### src/led_status_params.svh
// Purpose: constants for the coupler status indicator block
// Assumes: 125 MHz system clock (8 ns period)
// Notes:   times in ms, cycle counts derived from the clock rate
`ifndef LED_STATUS_PARAMS_SVH
`define LED_STATUS_PARAMS_SVH

`define CLK_PERIOD_NS      8
// cyclic flash half period
`define CYC_HALF_MS        250
`define CYC_HALF_CYCLES    ((`CYC_HALF_MS * 1000000) / `CLK_PERIOD_NS)
// irregular flash: short and long phases
`define IRR_SHORT_MS       100
`define IRR_SHORT_CYCLES   ((`IRR_SHORT_MS * 1000000) / `CLK_PERIOD_NS)
`define IRR_LONG_MS        400
`define IRR_LONG_CYCLES    ((`IRR_LONG_MS * 1000000) / `CLK_PERIOD_NS)
// bus register offsets (byte addresses)
`define REG_CTRL           4'h0
`define REG_STAT           4'h4
`define REG_IRQ_STAT       4'h8
`define REG_IRQ_MASK       4'hc
// control bits
`define CTRL_TEST_DONE     0
`define CTRL_TEST_PASS     1
`define CTRL_LOADER        2
`define CTRL_SYS_ERR       3
`define CTRL_HW_DEFECT     4
`define CTRL_CFG_VALID     5
`define CTRL_PRM_ERR       6
`define CTRL_MASTER        7
`define CTRL_COMM_ACT      8
`define CTRL_EXCH          9
`define CTRL_TOKEN         10
`define CTRL_BUS_ERR       11
`define CTRL_W             12
// interrupt events
`define IRQ_BUS_ERR        0
`define IRQ_TEST_FAIL      1
`define IRQ_CFG_ERR        2
`define IRQ_W              3

`endif

### src/led_status_pkg.sv
// Purpose: types for the coupler status indicator block
// Assumes: nothing
// Notes:   indicator modes shared by the readiness and communication outputs
package led_status_pkg;
  typedef enum logic [1:0] {
    IND_OFF,
    IND_ON,
    IND_CYCLIC,
    IND_IRREGULAR
  } ind_mode_t;
endpackage : led_status_pkg

### src/led_status.sv
// Purpose: drives four status indicators of a fieldbus coupler
// Assumes: Avalon-MM slave, synchronous active-high reset
// Notes:   status inputs come from firmware via the control register
//
// What this block does
// RL1: passed self-test lights readiness steadily
// RL2: failed self-test flashes readiness, halts init
// RL3: loader cyclic, system error irregular, defect off
// RL4: communication indicator off until configured
// RL5: parameter or configuration error flashes irregularly
// RL6: ready cyclic, communication active steady on
// RL7: error indicator follows fieldbus error
// RL8: slave mode: exchange lit during data exchange
// RL9: master mode: exchange lit holding token
// RL10: indicators may blink briefly while reconfiguring
// RL11: cyclic even toggle, irregular distinct pattern
`timescale 1ns/10ps
`include "led_status_params.svh"

module led_status
  import led_status_pkg::*;
(
  // clock and reset
  input  wire logic        CLK_SYS_I,
  input  wire logic        SYS_RST_I,
  // avalon-mm slave
  input  wire logic [3:0]  AVS_ADDRESS_I,
  input  wire logic        AVS_READ_I,
  input  wire logic        AVS_WRITE_I,
  input  wire logic [31:0] AVS_WRITEDATA_I,
  output logic      [31:0] AVS_READDATA_O,
  output logic             AVS_WAITREQUEST_O,
  // indicators
  output logic             LED_READY_O,
  output logic             LED_COMM_O,
  output logic             LED_EXCH_O,
  output logic             LED_ERROR_O,
  // interrupt
  output logic             IRQ_O
);
  import led_status_pkg::*;

  ////////////////////////////////////////////////////////////////////////////
  // bus slave
  // every access gets exactly one wait cycle; the answer is registered so
  // waitrequest and readdata both leave flip-flops, traded for latency
  logic [`CTRL_W-1:0] ctrl_ff;      // firmware status bits
  logic [`IRQ_W-1:0]  irq_stat_ff;  // sticky events
  logic [`IRQ_W-1:0]  irq_mask_ff;  // event enables
  logic               ack_ff;       // one-cycle answer phase
  logic               init_halt_ff; // init stopped after failed test
  logic [`IRQ_W-1:0]  evt;          // event pulses this cycle
  logic               req;
  logic               wr_take;

  assign req     = AVS_READ_I | AVS_WRITE_I;
  // each access waits exactly one cycle, taken when waitrequest drops
  assign wr_take = AVS_WRITE_I & ack_ff;

  // answer phase toggles so every request sees one wait cycle
  // waitrequest is always the inverse of ack_ff, so no answer can stretch
  always_ff @(posedge CLK_SYS_I) begin
    if (SYS_RST_I) begin
      ack_ff <= 1'b0;
    end else begin
      ack_ff <= req & ~ack_ff;
    end
  end

  // waitrequest high unless answering
  always_ff @(posedge CLK_SYS_I) begin
    if (SYS_RST_I) begin
      AVS_WAITREQUEST_O <= 1'b1;
    end else begin
      AVS_WAITREQUEST_O <= ~(req & ~ack_ff);
    end
  end

  // control register write; a halted init still takes writes, but the
  // decision logic keeps communication dark and readiness flashing, unless the defect bit turns readiness off
  always_ff @(posedge CLK_SYS_I) begin
    if (SYS_RST_I) begin
      ctrl_ff <= '0;
    end else if (wr_take && AVS_ADDRESS_I == `REG_CTRL) begin
      ctrl_ff <= AVS_WRITEDATA_I[`CTRL_W-1:0];
    end
  end

  // mask register write
  always_ff @(posedge CLK_SYS_I) begin
    if (SYS_RST_I) begin
      irq_mask_ff <= '0;
    end else if (wr_take && AVS_ADDRESS_I == `REG_IRQ_MASK) begin
      irq_mask_ff <= AVS_WRITEDATA_I[`IRQ_W-1:0];
    end
  end

  // read mux, registered at the answer cycle
  // a write also loads readdata; harmless, it only matters on a read
  always_ff @(posedge CLK_SYS_I) begin
    if (SYS_RST_I) begin
      AVS_READDATA_O <= 32'h0;
    end else if (req & ~ack_ff) begin
      unique case (AVS_ADDRESS_I)
        `REG_CTRL:     AVS_READDATA_O <= {{(32-`CTRL_W){1'b0}}, ctrl_ff};
        `REG_STAT:     AVS_READDATA_O <= {27'h0, init_halt_ff, LED_READY_O,
                                          LED_COMM_O, LED_EXCH_O, LED_ERROR_O};
        `REG_IRQ_STAT: AVS_READDATA_O <= {{(32-`IRQ_W){1'b0}}, irq_stat_ff};
        `REG_IRQ_MASK: AVS_READDATA_O <= {{(32-`IRQ_W){1'b0}}, irq_mask_ff};
        // unmapped reads answer zero
        default:       AVS_READDATA_O <= 32'h0;
      endcase
    end
  end

  ////////////////////////////////////////////////////////////////////////////
  // interrupts
  // events are rising edges of status levels; history resets to the idle
  // level so no false event follows reset
  logic bus_err_d_ff;  // edge detect history
  logic fail_d_ff;
  logic cfg_err_d_ff;
  logic test_fail;
  logic cfg_err;

  assign test_fail = ctrl_ff[`CTRL_TEST_DONE] & ~ctrl_ff[`CTRL_TEST_PASS];
  assign cfg_err   = ctrl_ff[`CTRL_PRM_ERR];

  // history of the event levels
  always_ff @(posedge CLK_SYS_I) begin
    if (SYS_RST_I) begin
      bus_err_d_ff <= 1'b0;
      fail_d_ff    <= 1'b0;
      cfg_err_d_ff <= 1'b0;
    end else begin
      bus_err_d_ff <= ctrl_ff[`CTRL_BUS_ERR];
      fail_d_ff    <= test_fail;
      cfg_err_d_ff <= cfg_err;
    end
  end

  // one-cycle pulses into the sticky register
  assign evt[`IRQ_BUS_ERR]   = ctrl_ff[`CTRL_BUS_ERR] & ~bus_err_d_ff;
  assign evt[`IRQ_TEST_FAIL] = test_fail & ~fail_d_ff;
  assign evt[`IRQ_CFG_ERR]   = cfg_err & ~cfg_err_d_ff;

  // sticky status, write one clears; a new event beats the clear
  // clearing and setting in one cycle keeps the bit, so no event is lost
  always_ff @(posedge CLK_SYS_I) begin
    if (SYS_RST_I) begin
      irq_stat_ff <= '0;
    end else if (wr_take && AVS_ADDRESS_I == `REG_IRQ_STAT) begin
      irq_stat_ff <= (irq_stat_ff & ~AVS_WRITEDATA_I[`IRQ_W-1:0]) | evt;
    end else begin
      irq_stat_ff <= irq_stat_ff | evt;
    end
  end

  // level interrupt from unmasked status
  // one cycle behind the status bits, since the output is a flip-flop
  always_ff @(posedge CLK_SYS_I) begin
    if (SYS_RST_I) begin
      IRQ_O <= 1'b0;
    end else begin
      IRQ_O <= |(irq_stat_ff & irq_mask_ff);
    end
  end

  ////////////////////////////////////////////////////////////////////////////
  // flash pattern generators
  // both generators free-run from reset so readiness and communication flash in step;
  // the periods run to tens of millions of cycles, too long for short runs
  logic [24:0] cyc_cnt_ff;  // cyclic half-period counter
  logic        cyc_ff;      // cyclic waveform
  logic [25:0] irr_cnt_ff;  // irregular phase counter
  logic [1:0]  irr_ph_ff;   // irregular phase index
  logic        irr_ff;      // irregular waveform
  logic [25:0] irr_len;

  // RL11: even toggle
  // the wrap value is the half period, so on and off times match
  always_ff @(posedge CLK_SYS_I) begin
    if (SYS_RST_I) begin
      cyc_cnt_ff <= 25'h0;
      cyc_ff     <= 1'b0;
    end else if (cyc_cnt_ff == 25'(`CYC_HALF_CYCLES - 1)) begin
      cyc_cnt_ff <= 25'h0;
      cyc_ff     <= ~cyc_ff;
    end else begin
      cyc_cnt_ff <= cyc_cnt_ff + 25'h1;
    end
  end

  // phases: short on, short off, short on, long off
  // phase 3 is the long one, which breaks the rhythm of the cyclic flash
  always_comb begin
    irr_len = (irr_ph_ff == 2'h3) ? 26'(`IRR_LONG_CYCLES) : 26'(`IRR_SHORT_CYCLES);
  end

  // RL11: irregular pattern
  always_ff @(posedge CLK_SYS_I) begin
    if (SYS_RST_I) begin
      irr_cnt_ff <= 26'h0;
      irr_ph_ff  <= 2'h0;
      irr_ff     <= 1'b1;
    end else if (irr_cnt_ff == irr_len - 26'h1) begin
      irr_cnt_ff <= 26'h0;
      irr_ph_ff  <= irr_ph_ff + 2'h1;
      irr_ff     <= irr_ph_ff[0];
    end else begin
      irr_cnt_ff <= irr_cnt_ff + 26'h1;
    end
  end

  ////////////////////////////////////////////////////////////////////////////
  // indicator decisions
  // modes are chosen combinationally and applied in one registered stage
  ind_mode_t ready_mode;
  ind_mode_t comm_mode;

  // RL2: latch halt on failed test
  // the latch only drops at reset: a failed test must not be retried
  always_ff @(posedge CLK_SYS_I) begin
    if (SYS_RST_I) begin
      init_halt_ff <= 1'b0;
    end else if (test_fail) begin
      init_halt_ff <= 1'b1;
    end
  end

  // readiness mode, defect has highest priority
  // a defect wins, since a dead unit must never look alive
  always_comb begin
    ready_mode = IND_OFF;
    // RL3: defect dark
    if (ctrl_ff[`CTRL_HW_DEFECT]) begin
      ready_mode = IND_OFF;
    // RL2: failed test flashes
    end else if (init_halt_ff) begin
      ready_mode = IND_CYCLIC;
    // RL3: error irregular
    end else if (ctrl_ff[`CTRL_SYS_ERR]) begin
      ready_mode = IND_IRREGULAR;
    // RL3: loader cyclic
    end else if (ctrl_ff[`CTRL_LOADER]) begin
      ready_mode = IND_CYCLIC;
    // RL1: passed test on
    end else if (ctrl_ff[`CTRL_TEST_DONE] && ctrl_ff[`CTRL_TEST_PASS]) begin
      ready_mode = IND_ON;
    end
  end

  // communication mode; halted init keeps it dark
  // a parameter error outranks the configured state
  always_comb begin
    comm_mode = IND_OFF;
    // RL4: dark until configured
    if (init_halt_ff || !ctrl_ff[`CTRL_TEST_PASS]) begin
      comm_mode = IND_OFF;
    // RL5: config error irregular
    end else if (cfg_err) begin
      comm_mode = IND_IRREGULAR;
    end else if (ctrl_ff[`CTRL_CFG_VALID]) begin
      // RL6: steady or cyclic
      comm_mode = ctrl_ff[`CTRL_COMM_ACT] ? IND_ON : IND_CYCLIC;
    end
  end

  // pick the waveform for a mode; all four modes are listed, no default
  function automatic logic drive(input ind_mode_t m, input logic c, input logic r);
    unique case (m)
      IND_OFF:       drive = 1'b0;
      IND_ON:        drive = 1'b1;
      IND_CYCLIC:    drive = c;
      IND_IRREGULAR: drive = r;
    endcase
  endfunction : drive

  // RL10: registered outputs settle one cycle after a change, readiness two after a failed test
  // a reconfiguration shows at most one cycle of the old mode
  always_ff @(posedge CLK_SYS_I) begin
    if (SYS_RST_I) begin
      LED_READY_O <= 1'b0;
      LED_COMM_O  <= 1'b0;
    end else begin
      LED_READY_O <= drive(ready_mode, cyc_ff, irr_ff);
      LED_COMM_O  <= drive(comm_mode, cyc_ff, irr_ff);
    end
  end

  // exchange and error indicators
  // master and slave meanings share one output, chosen by the mode bit
  always_ff @(posedge CLK_SYS_I) begin
    if (SYS_RST_I) begin
      LED_EXCH_O  <= 1'b0;
      LED_ERROR_O <= 1'b0;
    end else begin
      // RL9: master token; RL8: slave exchange
      LED_EXCH_O  <= ctrl_ff[`CTRL_MASTER] ? ctrl_ff[`CTRL_TOKEN] : ctrl_ff[`CTRL_EXCH];
      // RL7: follows bus error
      LED_ERROR_O <= ctrl_ff[`CTRL_BUS_ERR];
    end
  end

endmodule : led_status

### config.mk
export PLATFORM = sky130hd
export DESIGN_NAME = led_status
export DESIGN_NICKNAME = d
export VERILOG_FILES = /design/src/led_status_pkg.sv /design/src/led_status.sv
export VERILOG_INCLUDE_DIRS = /design/src
export SDC_FILE = /design/constraint.sdc
export NUM_CORES = 1
export LEC_CHECK = 0
export BUFFER_PORTS_ARGS = -buffer_cell sky130_fd_sc_hd__buf_2
export CAP_MARGIN = 40
export CORE_ASPECT_RATIO = 0.8
export CORE_MARGIN = 4
export CORE_UTILIZATION = 58
export CTS_BUF_LIST = sky130_fd_sc_hd__clkbuf_8
export CTS_CLUSTER_DIAMETER = 150
export DETAILED_ROUTE_END_ITERATION = 7
export GPL_TIMING_DRIVEN = 1
export PLACE_DENSITY = 0.92
export SYNTH_ARGS = -nofsm -noshare
export SYNTH_HDL_FRONTEND = slang
export SYNTH_SLANG_ARGS = --single-unit
### constraint.sdc
create_clock -name CLK_SYS_I -period 2.6 [get_ports CLK_SYS_I]
set_clock_uncertainty 0.15 [all_clocks]
set_input_delay 0 -clock CLK_SYS_I [delete_from_list [all_inputs] [get_ports CLK_SYS_I]]
set_output_delay 0 -clock CLK_SYS_I [all_outputs]
set_load 0.02 [all_outputs]
==> run metrics <==
RePlAce Congestion=0.840; CP endpoint kind=flip-flop; Slew HR=approximately 62%; row cnt=27; DRT Wirelength=11.2 mm; f_max=0.412 GHz; Pins Over Slew Limit=0; initial antenna violation count=0; RSZ-0062 raised after global routing=false; setup ws final=171 ps; Comb pwr share=between 5 and 6%; global-route wire length before repair=between 15 and 20 mm; Seq cells post-synth=95; Area contributors post-synth=dfxtp_1 (44%), buf_4 (3.8%), mux2i_1 (3.5%), nor2_1 (3.3%), xor2_1 (3.2%); CTS Buf Count=9; Setup-failing EPs final=0; Root Driver=clkbuf_8; final hold vios=0; TritonCTS Sinks=95; crit path DAT=2570 ps; MaxCap Viol Count=0; pre-CTS setup slack=240 ps; peak supply drop=roughly 0.32 mV; status=complete, no violations; Detailed Place HPWL=6.48 mm; worst-case clock buffer depth=2; drc violations=0; crit share post-route=between 90% and 100%; final antenna-violating net count=0; Final nets=572; critical path peak fanout=14; Pint=0.00191 W; Worst Path Required=2740 ps; Die Height=85.4 um; Initial Utilization=61.2%; wire per inst=18.0 um; Psw=0.000705 W; clock power share=37.9%; Synth area leader=dfxtp_1; antenna fix cells=0; vias per cell=6.39; Post-synth EDFFs=0; CTS tree=done; count of different cell masters after synthesis=52; # H-tree levels=3; vias in the first global route=3,750; mapped cell area=between 4000 and 5000 um2; Area Overhead vs Synth=15.5%; Reg power frac=56.5%; setup_tns=0 ps; Mean Syn Cell Area=9.30 um2; cell count after synthesis=467; sequential share of the synthesized area=between 40% and 50%; DR pass1 iterations=5; Power per Cell Area=roughly 520 nW/um2; Starting DRT DRC Count=353; fraction of layout cells with a size suffix above 1=about 15%; I/O pin cnt=78; Core Util, Final=a little over two thirds; vias=a little under 4,000; Critical Path Start Type=flip-flop; Chip Width=105 um; DIE AREA=8940 um2; final worst path period need=2430 ps; fill cell count=slightly below 500; Pleak=1.91 nW; sw frac=27.0%; Ys Warns=0; Total GRT Usage=25.1%; Worst Hold Class=in2reg; ys flop type=dfxtp_1; asr flop ratio synth=0%; post-synth top area share=a little over two fifths; clock latency on the worst-skew pair=390 ps; port bufs=37; core area=7090 um2; Setup CP Type=reg2reg; largest net degree at the start of global routing=34; Worst Max-Slew Pin Slew=571 ps; total global routing overflow=0; Worst-path clk slew=approximately 120 ps
-- sequential cells by signal, summed over array words and instances (netlist names), 2 cells and up --
name and count:
irr_cnt_ff 26, cyc_cnt_ff 25, AVS_READDATA_O 12, ctrl_ff 12
irq_mask_ff 3, irq_stat_ff 3, irr_ph_ff 2
-- stage by stage --
step | area (um2) | hold WS [ps] | instances | total power [W]
after floorplan | 4410 | -27.1 | 486 | 0.00161
after global placement | 4540 | 82.2 | 578 | 0.00162
after detailed placement | 4540 | 89.2 | 578 | 0.00163
after CTS | 5010 | 155 | 621 | 0.00260
after global routing | 5020 | 171 | 621 | 0.00270
final | 5020 | 161 | 621 | 0.00261
-- critical path, cell delays in order (launching register included) --
cell,delay (ps)
dfxtp_1,440
and4_1,390
nand4_1,460
or4_1,650
a211oi_1,260
-- cell usage after synthesis, types with 14 or more instances --
cell       n
nor2_1    38
buf_4     22
dfxtp_1   95
clkbuf_1  15
nand4_1   18
a21oi_1   19
o21ai_0   16
nand2_1   23
xor2_1    16
mux2i_1   15
or4_1     15
nand3_1   22
a211oi_1  14
nor3_1    15
-- power groups by stage --
stage	Combinational (W)	Clock, W	Sequential, W
6_report	0.000146	0.000991	0.00148
5_1_grt	0.000156	0.00107	0.00148
4_1_cts	0.000139	0.000986	0.00148
3_5_place_dp	0.000115	0	0.00151
3_3_place_gp	0.000112	0	0.00151
2_1_floorplan	0.000105	0	0.00151
-- timing repair --
| action | CTS | global route |
|---|---|---|
| setup endpoints to repair | 0 | 2 |
| resized for setup | 0 | 1 |
| hold buffers | 27 | 0 |
| endpoints found under the hold margin | 28 | 0 |
| buffers inserted | 0 | 0 |
-- final cells by class --
class                      count  area (um2)  share of cell area, %
multi-input combinational    340        2240                   44.6
sequential                    95        1900                   37.9
timing repair buffer          74         531                   10.6
clock buffer                   9         124                   2.47
tap                           87         109                   2.17
clock inverter                 7        81.3                   1.62
inverter                       9        33.8                  0.673
-- path summary, 6_finish.rpt --
| kind | startpoint | endpoint | slack, ps | cells after the start |
|---|---|---|---|---|
| hold / removal | AVS_WRITE_I | AVS_READDATA_O[1] | 160 | 4 |
| setup reg to reg | irr_cnt_ff[2] | irr_cnt_ff[25] | 170 | 4 |
| hold reg to reg | cyc_cnt_ff[0] | cyc_cnt_ff[0] | 320 | 1 |
| setup / recovery | irr_cnt_ff[2] | irr_cnt_ff[25] | 170 | 4 |
-- layout by cell type (no fill, tap or decap), types with 10 or more instances in the layout --
cell / n
dlygate4sd3_1: 27
nand4_1: 18
nand3_1: 22
nor3_1: 15
o31ai_1: 12
buf_2: 37
or4_1: 15
a211oi_1: 14
a21oi_1: 19
o21ai_0: 16
nand2_1: 22
conb_1: 20
or3_1: 13
mux2i_1: 15
xor2_1: 16
buf_4: 10
nor2_1: 38
dfxtp_1: 95
-- logic make-up after synthesis --
family | after synthesis | share of synthesized area [%]
xor+xnor | 24 | 4.84
fa+ha+maj | 3 | 0.864
flops | 95 | 43.8
compound gates | 81 | 13.5
mux | 21 | 5.79
other cells | 1 | 0.0863
buf+inv | 51 | 6.42
simple gates | 191 | 24.7
-- per-layer routing --
| metal | GRT usage (%) | wire length [um] | up-vias |
|---|---|---|---|
| met5 | 0 | 0 | - |
| met4 | 12.3 | 439 | 0 |
| met3 | 6.62 | 929 | 46 |
| met2 | 43.8 | 5550 | 254 |
| met1 | 28.7 | 4260 | 1858 |
| li1 | - | - | 1809 |
Note: power is estimated with default switching activity, not from simulation.
